<file path="config.mk">
export PLATFORM = sky130hd
export DESIGN_NAME = tone_generator
export DESIGN_NICKNAME = d
export VERILOG_FILES = /design/src/hdl/tone_pkg.sv /design/src/hdl/sample_stream_if.sv /design/src/hdl/tone_generator.sv /design/src/hdl/tone_fifo.sv
export SDC_FILE = /design/constraint.sdc
export NUM_CORES = 2
export LEC_CHECK = 0
export CELL_PAD_IN_SITES_DETAIL_PLACEMENT = 0
export CELL_PAD_IN_SITES_GLOBAL_PLACEMENT = 2
export CORE_ASPECT_RATIO = 1.75
export CORE_MARGIN = 1.5
export CORE_UTILIZATION = 25
export CTS_CLUSTER_SIZE = 40
export DETAILED_ROUTE_END_ITERATION = 10
export DONT_BUFFER_PORTS = 1
export PLACE_DENSITY = 0.51
export RECOVER_POWER = 50
export SLEW_MARGIN = 20
export SYNTH_ARGS = -nofsm -noshare
export SYNTH_HDL_FRONTEND = slang
export SYNTH_HIERARCHICAL = 1
export SYNTH_SLANG_ARGS = --single-unit
</file>
<file path="constraint.sdc">
create_clock -name clk_sys_i -period 18 [get_ports clk_sys_i]
set_input_delay 1.8 -clock clk_sys_i [delete_from_list [all_inputs] [get_ports clk_sys_i]]
set_output_delay 1.8 -clock clk_sys_i [all_outputs]
set_load 0.01 [all_outputs]
</file>
<file path="src/hdl/tone_pkg.sv">
// Shared constants and types for the key-click tone generator.
`default_nettype none
package tone_pkg;
	// Clock rate and the coefficient boot-load time that follows any reset.
	localparam int unsigned CLK_MHZ       = 250;
	localparam int unsigned BOOT_LOAD_US  = 100;
	localparam int unsigned BOOT_LOAD_CYC = BOOT_LOAD_US * CLK_MHZ;
	localparam int unsigned BOOT_CNT_W    = 16;

	// Byte register offsets.
	localparam logic [7:0] ADDR_MONO_SEL  = 8'h3f;
	localparam logic [7:0] ADDR_LEFT_LVL  = 8'h47;
	localparam logic [7:0] ADDR_RIGHT_LVL = 8'h48;
	localparam logic [7:0] ADDR_LEN_HIGH  = 8'h49;
	localparam logic [7:0] ADDR_LEN_MID   = 8'h4a;
	localparam logic [7:0] ADDR_LEN_LOW   = 8'h4b;
	localparam logic [7:0] ADDR_SIN_HIGH  = 8'h4c;
	localparam logic [7:0] ADDR_SIN_LOW   = 8'h4d;
	localparam logic [7:0] ADDR_COS_HIGH  = 8'h4e;
	localparam logic [7:0] ADDR_COS_LOW   = 8'h4f;
	localparam logic [7:0] ADDR_CONTROL   = 8'h50;

	// Reset values.
	localparam logic [7:0] RST_MONO_SEL  = 8'h00;
	localparam logic [7:0] RST_LEFT_LVL  = 8'h00;
	localparam logic [7:0] RST_RIGHT_LVL = 8'h00;
	localparam logic [7:0] RST_LEN_HIGH  = 8'h00;
	localparam logic [7:0] RST_LEN_MID   = 8'h00;
	localparam logic [7:0] RST_LEN_LOW   = 8'hee;
	localparam logic [7:0] RST_SIN_HIGH  = 8'h10;
	localparam logic [7:0] RST_SIN_LOW   = 8'hd8;
	localparam logic [7:0] RST_COS_HIGH  = 8'h7e;
	localparam logic [7:0] RST_COS_LOW   = 8'he3;

	// Field positions.
	localparam int unsigned LEVEL_MSB  = 5;
	localparam int unsigned LEVEL_LSB  = 0;
	localparam int unsigned MASTER_MSB = 7;
	localparam int unsigned MASTER_LSB = 6;
	localparam int unsigned MONO_MSB   = 5;
	localparam int unsigned MONO_LSB   = 4;
	localparam int unsigned CTRL_START = 0;
	localparam int unsigned CTRL_MUTE  = 1;
	localparam int unsigned CTRL_BOOT  = 2;

	// Datapath widths and fixed-point scaling.
	localparam int unsigned SAMPLE_W = 16;
	localparam int unsigned LEN_W    = 24;
	localparam int unsigned COEF_FRAC = 15;
	localparam logic [6:0]  GAIN_FRAC = 7'h0e;
	localparam logic [6:0]  DB_PER_SHIFT   = 7'h06;
	localparam logic [6:0]  MASTER_STEP_DB = 7'h06;
	localparam logic signed [15:0] SAMPLE_MAX = 16'sh7fff;
	localparam logic signed [15:0] SAMPLE_MIN = -16'sh7fff - 16'sh0001;
	localparam logic signed [15:0] OSC_START  = 16'sh7fff;

	// Gains of +2, +1, 0, -1, -2 and -3 dB in Q14; whole 6 dB steps are shifts.
	localparam logic [15:0] GAIN_MANT [6] = '{16'h5092, 16'h47cf, 16'h4000,
		16'h390a, 16'h32d6, 16'h2d4f};

	// Playback FIFO shape: one word holds a left and a right sample.
	localparam int unsigned FIFO_W     = 32;
	localparam int unsigned FIFO_DEPTH = 8;

	// Mono DAC input selection.
	typedef enum logic [1:0] {
		MONO_LEFT  = 2'h0,
		MONO_RIGHT = 2'h1,
		MONO_AVG   = 2'h2,
		MONO_OFF   = 2'h3
	} mono_sel_t;

	// Generator states, one-hot.
	localparam int unsigned BOOT_IDX = 0;
	localparam int unsigned IDLE_IDX = 1;
	localparam int unsigned RUN_IDX  = 2;
	typedef enum logic [2:0] {
		ST_BOOT = 3'h1,
		ST_IDLE = 3'h2,
		ST_RUN  = 3'h4
	} tone_state_t;
endpackage
`default_nettype wire

</file>
<file path="src/hdl/sample_stream_if.sv">
// Valid/ready stream between the generator core and its playback FIFO.
`default_nettype none
interface sample_stream_if #(parameter int unsigned W = 32);
	logic         in_valid;
	logic         in_ready;
	logic [W-1:0] in_data;
	logic         out_valid;
	logic         out_ready;
	logic [W-1:0] out_data;
	modport fifo (input in_valid, in_data, out_ready, output in_ready, out_valid, out_data);
	modport user (output in_valid, in_data, out_ready, input in_ready, out_valid, out_data);
endinterface
`default_nettype wire

</file>
<file path="src/hdl/tone_generator.sv">
// Key-click tone generator and mixer in front of the mono DAC input.
// Operation
// Synthesise sine burst into DAC path.
// Sine coefficient bytes at 76, 77.
// Cosine coefficient bytes at 78, 79.
// 24-bit burst length in registers 73-75.
// One length unit per sample period.
// Length, sine, cosine bytes reset to defaults.
// Left tone level in register 71 bits.
// Right tone level in register 72.
// Master volume bits govern both channels.
// Volume fields reset to +2 dB.
// Tone added after playback volume stage.
// Host zero-fills unused coefficient upper bits.
// Host zero-fills unused length upper bits.
// Host keeps tone below quarter sample rate.
// Host computes length from rate, cycles.
// Host loads settings before the tone.
// Playback muted while the tone sounds.
// System avoids DAC clocks for serial clocks.
// Host loads filters before DAC power-up.
// Boot coefficient load takes 100 us.
// Host avoids coefficient pages during boot.
// Mono selector: left, right or average.
// Oscillator rotates by sine, cosine coefficients.
// Count down length, then output zero.
`default_nettype none
module tone_generator #(
	parameter int unsigned BOOT_LOAD_CYCLES = tone_pkg::BOOT_LOAD_CYC
) (
	input  wire logic        clk_sys_i,
	input  wire logic        nrst_i,
	input  wire logic        ce_i,
	input  wire logic        reg_wr_i,
	input  wire logic        reg_rd_i,
	input  wire logic [7:0]  reg_addr_i,
	input  wire logic [7:0]  reg_wdata_i,
	output logic      [7:0]  reg_rdata_o,
	input  wire logic        pb_valid_i,
	output logic             pb_ready_o,
	input  wire logic [15:0] pb_left_i,
	input  wire logic [15:0] pb_right_i,
	output logic             dac_valid_o,
	input  wire logic        dac_ready_i,
	output logic      [15:0] dac_data_o,
	output logic             tone_active_o,
	output logic             coef_load_busy_o
);
	tone_pkg::tone_state_t state_r;
	logic [7:0]  mono_r;
	logic [7:0]  left_r;
	logic [7:0]  right_r;
	logic [7:0]  len_h_r;
	logic [7:0]  len_m_r;
	logic [7:0]  len_l_r;
	logic [7:0]  sin_h_r;
	logic [7:0]  sin_l_r;
	logic [7:0]  cos_h_r;
	logic [7:0]  cos_l_r;
	logic        mute_r;
	logic [7:0]  reg_rdata_r;
	logic [tone_pkg::BOOT_CNT_W-1:0] boot_cnt_r;
	logic [tone_pkg::LEN_W-1:0]      count_r;
	logic [tone_pkg::LEN_W-1:0]      length;
	logic signed [15:0] y_r;
	logic signed [15:0] x_r;
	logic signed [15:0] y_nxt;
	logic signed [15:0] x_nxt;
	logic signed [15:0] sin_c;
	logic signed [15:0] cos_c;
	logic signed [15:0] tone_smp;
	logic signed [16:0] tone_l;
	logic signed [16:0] tone_r;
	logic signed [15:0] pb_l;
	logic signed [15:0] pb_r;
	logic signed [15:0] mix_l;
	logic signed [15:0] mix_r;
	logic signed [15:0] avg;
	logic [15:0] mono_smp;
	logic        dac_valid_r;
	logic [15:0] dac_data_r;
	logic        pb_gate;
	logic        start_wr;
	logic        pop;
	logic        sel;

	sample_stream_if #(.W(tone_pkg::FIFO_W)) pb_s ();

	// Incoming playback words wait here; a stalled DAC backs up to pb_ready_o.
	tone_fifo #(
		.WIDTH(tone_pkg::FIFO_W),
		.DEPTH(tone_pkg::FIFO_DEPTH)
	) u_fifo (
		.clk_sys_i(clk_sys_i),
		.nrst_i   (nrst_i),
		.ce_i     (ce_i),
		.s        (pb_s.fifo)
	);

	assign pb_s.in_valid  = pb_valid_i;
	assign pb_s.in_data   = {pb_left_i, pb_right_i};
	assign pb_s.out_ready = pop;

	// One popped playback word is one sample period for the tone as well.
	assign pop      = ce_i & pb_s.out_valid & (~dac_valid_r | dac_ready_i);
	assign sel      = reg_wr_i & ce_i;
	assign start_wr = sel & (reg_addr_i == tone_pkg::ADDR_CONTROL)
		& reg_wdata_i[tone_pkg::CTRL_START];
	assign length   = {len_h_r, len_m_r, len_l_r};
	assign sin_c    = {sin_h_r, sin_l_r};
	assign cos_c    = {cos_h_r, cos_l_r};

	// Scales a tone sample by a level plus master attenuation in 1 dB steps.
	function automatic logic signed [16:0] scale_tone(input logic signed [15:0] smp,
		input logic [5:0] lvl, input logic [1:0] mst);
		logic [6:0] att;
		logic [6:0] shamt;
		logic [2:0] idx;
		logic signed [32:0] prod;
		att   = 7'(lvl) + 7'(mst) * tone_pkg::MASTER_STEP_DB;
		shamt = att / tone_pkg::DB_PER_SHIFT;
		idx   = 3'(att % tone_pkg::DB_PER_SHIFT);
		prod  = 33'(smp) * $signed(33'(tone_pkg::GAIN_MANT[idx]));
		return 17'(prod >>> (tone_pkg::GAIN_FRAC + shamt));
	endfunction

	// Clips an extended sum back to the DAC word width.
	function automatic logic signed [15:0] sat16(input logic signed [17:0] s);
		logic signed [15:0] r;
		r = 16'(s);
		if (s > 18'(tone_pkg::SAMPLE_MAX)) begin
			r = tone_pkg::SAMPLE_MAX;
		end else if (s < 18'(tone_pkg::SAMPLE_MIN)) begin
			r = tone_pkg::SAMPLE_MIN;
		end
		return r;
	endfunction

	// Recursive rotation: the sine state advances by the coefficient angle.
	always_comb begin
		logic signed [32:0] acc_y;
		logic signed [32:0] acc_x;
		acc_y = 33'(cos_c) * 33'(y_r) + 33'(sin_c) * 33'(x_r);
		acc_x = 33'(cos_c) * 33'(x_r) - 33'(sin_c) * 33'(y_r);
		y_nxt = 16'(acc_y >>> tone_pkg::COEF_FRAC);
		x_nxt = 16'(acc_x >>> tone_pkg::COEF_FRAC);
	end

	// Playback arrives already volume-set; the tone is added behind it.
	always_comb begin
		tone_smp = (state_r == tone_pkg::ST_RUN) ? y_r : '0;
		pb_gate  = mute_r | (state_r == tone_pkg::ST_RUN);
		tone_l = scale_tone(tone_smp, left_r[tone_pkg::LEVEL_MSB:tone_pkg::LEVEL_LSB],
			right_r[tone_pkg::MASTER_MSB:tone_pkg::MASTER_LSB]);
		tone_r = scale_tone(tone_smp, right_r[tone_pkg::LEVEL_MSB:tone_pkg::LEVEL_LSB],
			right_r[tone_pkg::MASTER_MSB:tone_pkg::MASTER_LSB]);
		pb_l  = pb_gate ? '0 : $signed(pb_s.out_data[31:16]);
		pb_r  = pb_gate ? '0 : $signed(pb_s.out_data[15:0]);
		mix_l = sat16(18'(pb_l) + 18'(tone_l));
		mix_r = sat16(18'(pb_r) + 18'(tone_r));
		avg   = 16'((17'(mix_l) + 17'(mix_r)) >>> 1);
		case (tone_pkg::mono_sel_t'(mono_r[tone_pkg::MONO_MSB:tone_pkg::MONO_LSB]))
			tone_pkg::MONO_LEFT: begin
				mono_smp = mix_l;
			end
			tone_pkg::MONO_RIGHT: begin
				mono_smp = mix_r;
			end
			tone_pkg::MONO_AVG: begin
				mono_smp = avg;
			end
			default: begin
				mono_smp = '0;
			end
		endcase
	end

	// Configuration registers; the volume fields reset to the loudest setting.
	always_ff @(posedge clk_sys_i) begin
		if (!nrst_i) begin
			mono_r  <= tone_pkg::RST_MONO_SEL;
			left_r  <= tone_pkg::RST_LEFT_LVL;
			right_r <= tone_pkg::RST_RIGHT_LVL;
			len_h_r <= tone_pkg::RST_LEN_HIGH;
			len_m_r <= tone_pkg::RST_LEN_MID;
			len_l_r <= tone_pkg::RST_LEN_LOW;
			sin_h_r <= tone_pkg::RST_SIN_HIGH;
			sin_l_r <= tone_pkg::RST_SIN_LOW;
			cos_h_r <= tone_pkg::RST_COS_HIGH;
			cos_l_r <= tone_pkg::RST_COS_LOW;
			mute_r  <= 1'b0;
		end else if (sel) begin
			case (reg_addr_i)
				tone_pkg::ADDR_MONO_SEL:  mono_r  <= reg_wdata_i;
				tone_pkg::ADDR_LEFT_LVL:  left_r  <= reg_wdata_i;
				tone_pkg::ADDR_RIGHT_LVL: right_r <= reg_wdata_i;
				tone_pkg::ADDR_LEN_HIGH:  len_h_r <= reg_wdata_i;
				tone_pkg::ADDR_LEN_MID:   len_m_r <= reg_wdata_i;
				tone_pkg::ADDR_LEN_LOW:   len_l_r <= reg_wdata_i;
				tone_pkg::ADDR_SIN_HIGH:  sin_h_r <= reg_wdata_i;
				tone_pkg::ADDR_SIN_LOW:   sin_l_r <= reg_wdata_i;
				tone_pkg::ADDR_COS_HIGH:  cos_h_r <= reg_wdata_i;
				tone_pkg::ADDR_COS_LOW:   cos_l_r <= reg_wdata_i;
				tone_pkg::ADDR_CONTROL:   mute_r  <= reg_wdata_i[tone_pkg::CTRL_MUTE];
				default: begin
				end
			endcase
		end
	end

	// Read port answers one cycle after the strobe; unmapped bytes read zero.
	always_ff @(posedge clk_sys_i) begin
		if (!nrst_i) begin
			reg_rdata_r <= '0;
		end else if (ce_i && reg_rd_i) begin
			case (reg_addr_i)
				tone_pkg::ADDR_MONO_SEL:  reg_rdata_r <= mono_r;
				tone_pkg::ADDR_LEFT_LVL:  reg_rdata_r <= left_r;
				tone_pkg::ADDR_RIGHT_LVL: reg_rdata_r <= right_r;
				tone_pkg::ADDR_LEN_HIGH:  reg_rdata_r <= len_h_r;
				tone_pkg::ADDR_LEN_MID:   reg_rdata_r <= len_m_r;
				tone_pkg::ADDR_LEN_LOW:   reg_rdata_r <= len_l_r;
				tone_pkg::ADDR_SIN_HIGH:  reg_rdata_r <= sin_h_r;
				tone_pkg::ADDR_SIN_LOW:   reg_rdata_r <= sin_l_r;
				tone_pkg::ADDR_COS_HIGH:  reg_rdata_r <= cos_h_r;
				tone_pkg::ADDR_COS_LOW:   reg_rdata_r <= cos_l_r;
				tone_pkg::ADDR_CONTROL: begin
					reg_rdata_r <= {5'h00, state_r[tone_pkg::BOOT_IDX], mute_r,
						state_r[tone_pkg::RUN_IDX]};
				end
				default: reg_rdata_r <= '0;
			endcase
		end
	end

	// Boot timer: the coefficient memory is being filled until it expires.
	always_ff @(posedge clk_sys_i) begin
		if (!nrst_i) begin
			boot_cnt_r <= '0;
		end else if (ce_i && state_r == tone_pkg::ST_BOOT) begin
			boot_cnt_r <= boot_cnt_r + 1'b1;
		end
	end

	// Burst sequencer. A start write wins over expiry in the same cycle, and
	// start writes during the boot load are ignored.
	always_ff @(posedge clk_sys_i) begin
		if (!nrst_i) begin
			state_r <= tone_pkg::ST_BOOT;
			count_r <= '0;
			y_r     <= '0;
			x_r     <= tone_pkg::OSC_START;
		end else if (ce_i) begin
			case (state_r)
				tone_pkg::ST_BOOT: begin
					if (boot_cnt_r == tone_pkg::BOOT_CNT_W'(BOOT_LOAD_CYCLES - 1)) begin
						state_r <= tone_pkg::ST_IDLE;
					end
				end
				tone_pkg::ST_IDLE, tone_pkg::ST_RUN: begin
					if (start_wr) begin
						count_r <= length;
						y_r     <= '0;
						x_r     <= tone_pkg::OSC_START;
						state_r <= (length != '0) ? tone_pkg::ST_RUN : tone_pkg::ST_IDLE;
					end else if (pop && state_r == tone_pkg::ST_RUN) begin
						count_r <= count_r - 1'b1;
						y_r     <= y_nxt;
						x_r     <= x_nxt;
						if (count_r == tone_pkg::LEN_W'(1)) begin
							state_r <= tone_pkg::ST_IDLE;
						end
					end
				end
				default: begin
					state_r <= tone_pkg::ST_IDLE;
				end
			endcase
		end
	end

	// Output stage holds a word until the DAC takes it.
	always_ff @(posedge clk_sys_i) begin
		if (!nrst_i) begin
			dac_valid_r <= 1'b0;
			dac_data_r  <= '0;
		end else if (pop) begin
			dac_valid_r <= 1'b1;
			dac_data_r  <= mono_smp;
		end else if (ce_i && dac_ready_i) begin
			dac_valid_r <= 1'b0;
		end
	end

	assign reg_rdata_o      = reg_rdata_r;
	assign pb_ready_o       = pb_s.in_ready;
	assign dac_valid_o      = dac_valid_r;
	assign dac_data_o       = dac_data_r;
	assign tone_active_o    = state_r[tone_pkg::RUN_IDX];
	assign coef_load_busy_o = state_r[tone_pkg::BOOT_IDX];
endmodule
`default_nettype wire

</file>
<file path="src/hdl/tone_fifo.sv">
// Synchronous FIFO with registered ready and valid flags.
`default_nettype none
module tone_fifo #(
	parameter int unsigned WIDTH = 32,
	parameter int unsigned DEPTH = 8
) (
	input  wire logic      clk_sys_i,
	input  wire logic      nrst_i,
	input  wire logic      ce_i,
	sample_stream_if.fifo  s
);
	// DEPTH must be a power of two so that the pointers wrap by themselves.
	localparam int unsigned AW = $clog2(DEPTH);

	logic [WIDTH-1:0] mem_r [DEPTH];
	logic [AW-1:0]    wr_ptr_r;
	logic [AW-1:0]    rd_ptr_r;
	logic [AW:0]      count_r;
	logic [AW:0]      count_nxt;
	logic             in_ready_r;
	logic             out_valid_r;
	logic             push;
	logic             pop;

	// Handshakes and next occupancy.
	assign push      = s.in_valid & in_ready_r;
	assign pop       = s.out_ready & out_valid_r;
	assign count_nxt = count_r + (AW+1)'(push) - (AW+1)'(pop);

	// Storage has no reset; only words marked valid are ever read.
	always_ff @(posedge clk_sys_i) begin
		if (ce_i && push) begin
			mem_r[wr_ptr_r] <= s.in_data;
		end
	end

	// Pointers, count and flags; flags come from the next count so they stay honest.
	always_ff @(posedge clk_sys_i) begin
		if (!nrst_i) begin
			wr_ptr_r    <= '0;
			rd_ptr_r    <= '0;
			count_r     <= '0;
			in_ready_r  <= 1'b1;
			out_valid_r <= 1'b0;
		end else if (ce_i) begin
			wr_ptr_r    <= wr_ptr_r + AW'(push);
			rd_ptr_r    <= rd_ptr_r + AW'(pop);
			count_r     <= count_nxt;
			in_ready_r  <= count_nxt != (AW+1)'(DEPTH);
			out_valid_r <= count_nxt != '0;
		end
	end

	assign s.in_ready  = in_ready_r;
	assign s.out_valid = out_valid_r;
	assign s.out_data  = mem_r[rd_ptr_r];
endmodule
`default_nettype wire

</file>
# Word level (Yosys, flattened, before mapping)
# Memory sizes are Yosys's and may differ from the RTL's. A register that Yosys moved wholly into a read port is not among the register bits.
# Cells that the tools add are included.
# totals
mem_bits_ro	256
mem_bits_rw	256
out_inout_bits	28
ff_bits	193
mem_count	3
inputBits	55
wordCells	150
# op_classes
addsub	15
n_mux	31
shift	2
order_cmp	6
mul	7
div	4
reduce_logical	24
bitwise_logic	12
eq_ne	22
# memory_table
memory	words	width	read_ports	rd_clocked_by_memory_dff	write_ports	line	text
u_fifo.mem_r	8	32	1	1	1	tone_fifo.sv:15	logic [WIDTH-1:0] mem_r [DEPTH];
(name not given)	8	16	1	0	0	tone_generator.sv:123	prod = 33'(smp) * $signed(33'(tone_pkg::GAIN_MANT[idx]));
(name not given)	8	16	1	0	0	tone_generator.sv:123	
# op_table
op	n
$mux W16	15
$mul A16 B16 Y31	4
$pmux W8 S11	1
$eq A8 B7 Y1 const B	10
$mul A16 B17 Y33	2
$sshr A33 B7 Y17	2
$mux W24	2
$pmux W16 S3	1
$add A16 B17 Y18	2
$gt A18 B16 Y1 const B	2
$lt A18 B16 Y1 const B	2
$add A31 B31 Y31	1
$sub A31 B31 Y31	1
$eq A24 B1 Y1 const B	1
$reduce_bool A24 Y1	1
$sub A24 B1 Y24 const B	1
$reduce_and A2 Y1	11
$mux W3	7
$add A16 B16 Y17	1
$add A16 B1 Y16 const B	1
$eq A16 B15 Y1 const B	1
$add A4 B7 Y7 const A	2
$add A6 B5 Y7	2
$div A7 B3 Y7 const B	2
28 further kinds	48

# Longest topological paths before layout
# logic_depth
ltp_word	15
ltp_mapped	75
mapped_depth_nobuf	69

# Modules after synthesis
# The synthesis kept the hierarchy.
# modules_own_cells
module	cells_each	area_per_inst_um2	n_inst
tone_generator	8094	68927.4	1
tone_fifo	456	10556.4	1

# Least setup slack after synthesis
# Ideal clock, no wire load.
# synth_path
path_kind	reg2reg
start	register right_r[6]
end	register dac_data_r[15], in the netlist dac_data_o[15]
synth_period_minus_slack_ns	15.918
slack_ns	2.082
setup_ns	0.058
path_stages_with_launch	70
t_arrival_ns	15.859
required_time_ns	17.942
cell_sequence	dfxtp_1 -> inv_1 -> ha_1 -> inv_1 -> ha_1 -> and3_1 -> or3_1 -> buf_2 -> nand2_2 -> a21oi_1 -> a311o_1 -> a21oi_1 -> or2_2 -> clkbuf_1 -> clkinv_1 -> buf_1 -> xnor2_1 -> ha_1 -> [... 34 more ...] -> o22ai_1 -> mux2i_1 -> a21oi_1 -> nand2_1 -> clkbuf_1 -> o31ai_1 -> ha_1 -> o21ai_0 -> a21boi_0 -> o21ai_0 -> nand2b_1 -> a21o_1 -> a221oi_1 -> o21ai_0 -> a211oi_1 -> o21ai_0 -> a21boi_0 -> o221a_2
# synth_via
elab_chain_cells	15
word_cells_on_any_way	33
classes_between	add/sub (7); mul (3); div (4); order compare (4); shift (2); mux (9); bitwise (2); memory (2)
# synth_rtl
element	line	text
start, declared	tone_generator.sv:52	logic [7:0] right_r;
start signal, assigned	tone_generator.sv:183	right_r <= tone_pkg::RST_RIGHT_LVL;
start signal, assigned	tone_generator.sv:196	tone_pkg::ADDR_RIGHT_LVL: right_r <= reg_wdata_i;
$mul A2 B2 Y4 (*)	tone_generator.sv:120	att = 7'(lvl) + 7'(mst) * tone_pkg::MASTER_STEP_DB;
$add A6 B5 Y7	tone_generator.sv:120	
$mod A7 B3 Y7	tone_generator.sv:122	idx = 3'(att % tone_pkg::DB_PER_SHIFT);
$not A3 Y4 (not written as such)	tone_generator.sv:123	
$mem_v2 Z8 W16	-	
$mux W16 (not written as such) (2 in series)	tone_generator.sv:123	
$mul A16 B17 Y33	tone_generator.sv:123	
$sshr A33 B7 Y17	tone_generator.sv:124	return 17'(prod >>> (tone_pkg::GAIN_FRAC + shamt));
$add A16 B17 Y18, on equally long branches	tone_generator.sv:159, tone_generator.sv:160	
$lt A18 B16 Y1	tone_generator.sv:133	end else if (s < 18'(tone_pkg::SAMPLE_MIN)) begin
$mux W16	tone_generator.sv:133	
$mux W16	tone_generator.sv:131	if (s > 18'(tone_pkg::SAMPLE_MAX)) begin
$add A16 B16 Y17	tone_generator.sv:161	avg = 16'((17'(mix_l) + 17'(mix_r)) >>> 1);
$pmux W16 S3 (*)	tone_generator.sv:162	case (tone_pkg::mono_sel_t'(mono_r[tone_pkg::MONO_MSB:tone_pkg::MONO_LSB]))
end signal, assigned	tone_generator.sv:289	dac_data_r <= mono_smp;
end, declared	tone_generator.sv:81	logic [15:0] dac_data_r;
# Mark *: on every way between the ends. The rest lies on a longest branch, timed or not. The select of a mux whose other input is x is not followed.
# A chain may end at the register's enable or synchronous reset.

# Final worst setup path
# Ends and elaborated chain as after synthesis.

==> impl_metrics.xml <==
<?xml version="1.0" encoding="UTF-8"?>
<metrics>
  <group name="critical_path">
    <metric name="cp_arrival" unit="ps">17650</metric>
    <metric name="setup.worst_path.end_class" unit="">register</metric>
    <metric name="critical_path.max_stage_delay" unit="ps">810</metric>
    <metric name="cp-start-kind" unit="">register</metric>
    <metric name="worst-endpoint-required" unit="ps">18620</metric>
    <metric name="slowest_stage" unit="">sky130_fd_sc_hd__o311ai_0</metric>
    <metric name="regToRegSetupSlack" unit="ps">960</metric>
    <metric name="worst_path_most_repeated_cell" unit="">sky130_fd_sc_hd__fa_1</metric>
    <metric name="timing.critical_path.fanout_max" unit="">11</metric>
    <metric name="timing.setup.critical_path_class" unit="">register to register</metric>
  </group>
  <group name="drt">
    <metric name="drtIter0Drc" unit="">2616</metric>
    <metric name="route.antenna.remaining_nets" unit="">0</metric>
    <metric name="detail_route.wl_per_cell" unit="µm">24.1</metric>
    <metric name="dr.pass1.iters" unit="">7</metric>
    <metric name="drt-vias-per-instance" unit="">4.65</metric>
    <metric name="drcViolationCount" unit="">0</metric>
    <metric name="route.final.wire_length" unit="µm">302000</metric>
    <metric name="num_vias" unit="">58400</metric>
  </group>
  <group name="sta">
    <metric name="maxSlewHeadroom" unit="%">-189</metric>
    <metric name="worst_clock_skew" unit="ps">63.2</metric>
    <metric name="timing.final.hold_violations" unit="">0</metric>
    <metric name="fin_hold_ws" unit="ps">451</metric>
    <metric name="setup_violations" unit="">0</metric>
    <metric name="layout_min_cycle_time" unit="ps">17040</metric>
    <metric name="worstMarginPinSlew" unit="ps">4340</metric>
    <metric name="max_freq" unit="MHz">58.7</metric>
    <metric name="post-route-period-util" unit="%">94.6</metric>
    <metric name="report.final.slew_viol_count" unit="">203</metric>
  </group>
  <group name="grt">
    <metric name="grt_pass1_wl" unit="µm">450000</metric>
    <metric name="grt_antenna_before_repair" unit="">8</metric>
    <metric name="grt_pass1_vias" unit="">66700</metric>
    <metric name="largest_net_degree_at_the_start_of_global_routing" unit="">84</metric>
    <metric name="grtUsageTotal" unit="%">19.1</metric>
    <metric name="gr-total-overflow" unit="">0</metric>
  </group>
  <group name="clock_tree">
    <metric name="cts-htree-levels" unit="">2</metric>
    <metric name="numCtsBuffers" unit="">50</metric>
    <metric name="cts_num_sinks" unit="">452</metric>
    <metric name="cts-hold-fix-buffers" unit="">0</metric>
    <metric name="cts_tree" unit="">yes</metric>
    <metric name="path_clk_slew" unit="ps">70</metric>
    <metric name="cts_buffer_depth" unit="">3</metric>
    <metric name="clock_tree.root_cell" unit="">sky130_fd_sc_hd__clkbuf_16</metric>
    <metric name="clock_network_latency_to_the_later_pin_of_the_worst_skew_pair" unit="ps">690</metric>
  </group>
  <group name="final_layout">
    <metric name="flow.area_growth_from_synthesis" unit="%">8.57</metric>
    <metric name="layout.cells.most_common_list" unit="">sky130_fd_sc_hd__inv_1, sky130_fd_sc_hd__fa_1, sky130_fd_sc_hd__nand2_1</metric>
    <metric name="layout.cells.most_common" unit="">sky130_fd_sc_hd__inv_1</metric>
    <metric name="drive_gt1_share" unit="%">5.55</metric>
    <metric name="instances_no_fill" unit="">12500</metric>
    <metric name="layout.nets" unit="">10500</metric>
  </group>
  <group name="die">
    <metric name="initial_core_util" unit="%">25.2</metric>
    <metric name="die_height" unit="µm">749</metric>
    <metric name="row_count" unit="">273</metric>
    <metric name="io-pin-count" unit="">83</metric>
    <metric name="die_x" unit="µm">429</metric>
    <metric name="die_area" unit="µm²">321000</metric>
    <metric name="fp.coreArea" unit="µm²">316000</metric>
  </group>
  <group name="synth">
    <metric name="synth_top_family_by_area" unit="">adder cells</metric>
    <metric name="yosysWarningCount" unit="">6</metric>
    <metric name="synth_compound_area_share" unit="%">7.52</metric>
    <metric name="synth_top_flop_cell" unit="">sky130_fd_sc_hd__edfxtp_1</metric>
    <metric name="synth_enable_flop_cells" unit="">256</metric>
    <metric name="synth.ff_latch_count" unit="">452</metric>
    <metric name="seq_area_frac_synth" unit="%">14.6</metric>
    <metric name="synth_mux_area_share" unit="%">4.32</metric>
    <metric name="postSynth.asyncResetShare" unit="%">0</metric>
    <metric name="post_synth_instance_area" unit="µm²">79500</metric>
    <metric name="syn_inst" unit="">8550</metric>
    <metric name="yosys.area_share.adder" unit="%">46.7</metric>
    <metric name="synth.lib_cells_used.distinct" unit="">98</metric>
    <metric name="synth_simple_gate_area_share" unit="%">14.2</metric>
    <metric name="synth-xor-area-share" unit="%">2.38</metric>
    <metric name="syn_avg_cell_area" unit="µm²">9.30</metric>
    <metric name="syn_nets" unit="">10700</metric>
  </group>
  <group name="run_status">
    <metric name="status" unit="">complete, but fails checks</metric>
    <metric name="violations" unit="">capacitance limit, slew limit</metric>
  </group>
  <group name="flow_run">
    <metric name="cap_viol_max_count" unit="">6</metric>
  </group>
  <group name="pwr">
    <metric name="static-leakage-power" unit="nW">40.8</metric>
    <metric name="power_density" unit="nW/µm²">29.9</metric>
    <metric name="power.ir.vdd_worst" unit="µV">73.7</metric>
    <metric name="fin_total_pwr" unit="W">0.00258</metric>
  </group>
  <group name="place">
    <metric name="placement.io_buffers" unit="">0</metric>
    <metric name="dp_hpwl" unit="µm">246000</metric>
    <metric name="placed_cells" unit="">12500</metric>
    <metric name="routability_congestion_estimate_from_global_placement" unit="">0.845</metric>
  </group>
  <group name="worst_hold_path">
    <metric name="hold_class" unit="">register to register</metric>
  </group>
</metrics>
==> worst max-delay path, delay by kind of cell, from the launching register on <==
| family | cells | cell delay (ps) |
|---|---|---|
| AOI/OAI and AO/OA | 24 | 5730 |
| xor gates and xnor gates | 1 | 140 |
| adders and majority gates | 13 | 5340 |
| buffers and inverters | 8 | 930 |
| DFF | 1 | 460 |
| muxes | 2 | 580 |
| and+or+nand+nor | 17 | 3830 |
==> metrics by stage <==
| step | worst slack (ps) | cell area, µm² | setup TNS [ps] | utilization (%) |
|---|---|---|---|---|
| detailed placement | 139 | 84600 | 0 | 26.8 |
| global route | -2.89 | 86300 | -2.89 | 27.3 |
| finish | 964 | 86300 | 0 | 27.3 |
| floorplan | 2080 | 79500 | 0 | - |
| CTS | 84.0 | 86300 | 0 | 27.3 |
| global placement | 211 | 84600 | 0 | 26.8 |
==> Yosys cell counts (all sizes together) (46+ instances only) <==
cell type | instances | area [µm²]
a211oi | 56 | 430
a21o | 86 | 646
a21oi | 259 | 1300
and2 | 376 | 2350
buf | 46 | 294
clkbuf | 373 | 1400
dfxtp | 196 | 3920
edfxtp | 256 | 7690
fa | 1451 | 29000
ha | 646 | 8080
inv | 1719 | 6450
mux2 | 60 | 676
mux2i | 107 | 1070
mux4 | 68 | 1680
nand2 | 1255 | 4710
nand2b | 68 | 433
nand3 | 95 | 475
nor2 | 445 | 1670
nor3 | 75 | 385
o21ai | 164 | 828
xnor2 | 159 | 1390
xor2 | 55 | 497
==> power by group <==
| group | leakage (nW) | internal, W | switching, W |
|---|---|---|---|
| registers | 3.90 | 0.00111 | 0.0000127 |
| clock network | 0.794 | 0.000578 | 0.000491 |
| logic | 36.1 | 0.000157 | 0.000233 |
==> metal layers <==
metal	share of wire, %	global-route usage [%]	up-vias
met2	61	41.0	780
li1	-	-	26400
met4	3.6	6.06	0
met5	0	0	-
met1	34	18.7	30900
met3	1.8	1.11	332
==> state kept, by name, indices dropped and copies added (netlist names), 16 cells and up, named ones only <==
| signal | cells |
|---|---|
| x_r | 16 |
| u_fifo/mem_r | 256 |
| y_r | 16 |
| boot_cnt_r | 16 |
| count_r | 24 |
| dac_data_o | 16 |
==> path summary, 6_finish.rpt <==
check             start              to  cells past startpoint
max          right_r[6]  dac_data_o[15]                     65
max reg2reg  right_r[6]  dac_data_o[15]                     65
min reg2reg  sin_h_r[1]      sin_h_r[1]                      2
min          sin_h_r[1]      sin_h_r[1]                      2
==> cell type report <==
type	instances	area (µm²)
Antenna cell	5	12.5
Inverter	1724	6470
Fill cell	33800	230000
Sequential cell	452	11700
Multi-Input combinational cell	5955	59900
Clock inverter	32	333
Timing Repair Buffer	197	1460
Clock buffer	59	1330
Tap cell	4125	5160
==> cells by family (layout without fill, tap and decap cells) <==
logic type | after synthesis | in the layout
adder cells (fa/ha/maj) | 2097 | 2097
AO/OA/AOI/OAI | 907 | 907
multiplexers | 235 | 235
other | 0 | 5
buffers and inverters | 2143 | 2012
AND/OR/NAND/NOR | 2502 | 2502
XOR/XNOR | 214 | 214
flip-flops | 452 | 452
==> timing repair <==
action                                  in CTS  in global routing
resized for setup                            0                 19
endpoints found under the hold margin        0                  0
endpoints found under the setup margin       0                 10
setup buffers                                0                  1
No activity file was read; power rests on OpenSTA's default activity.
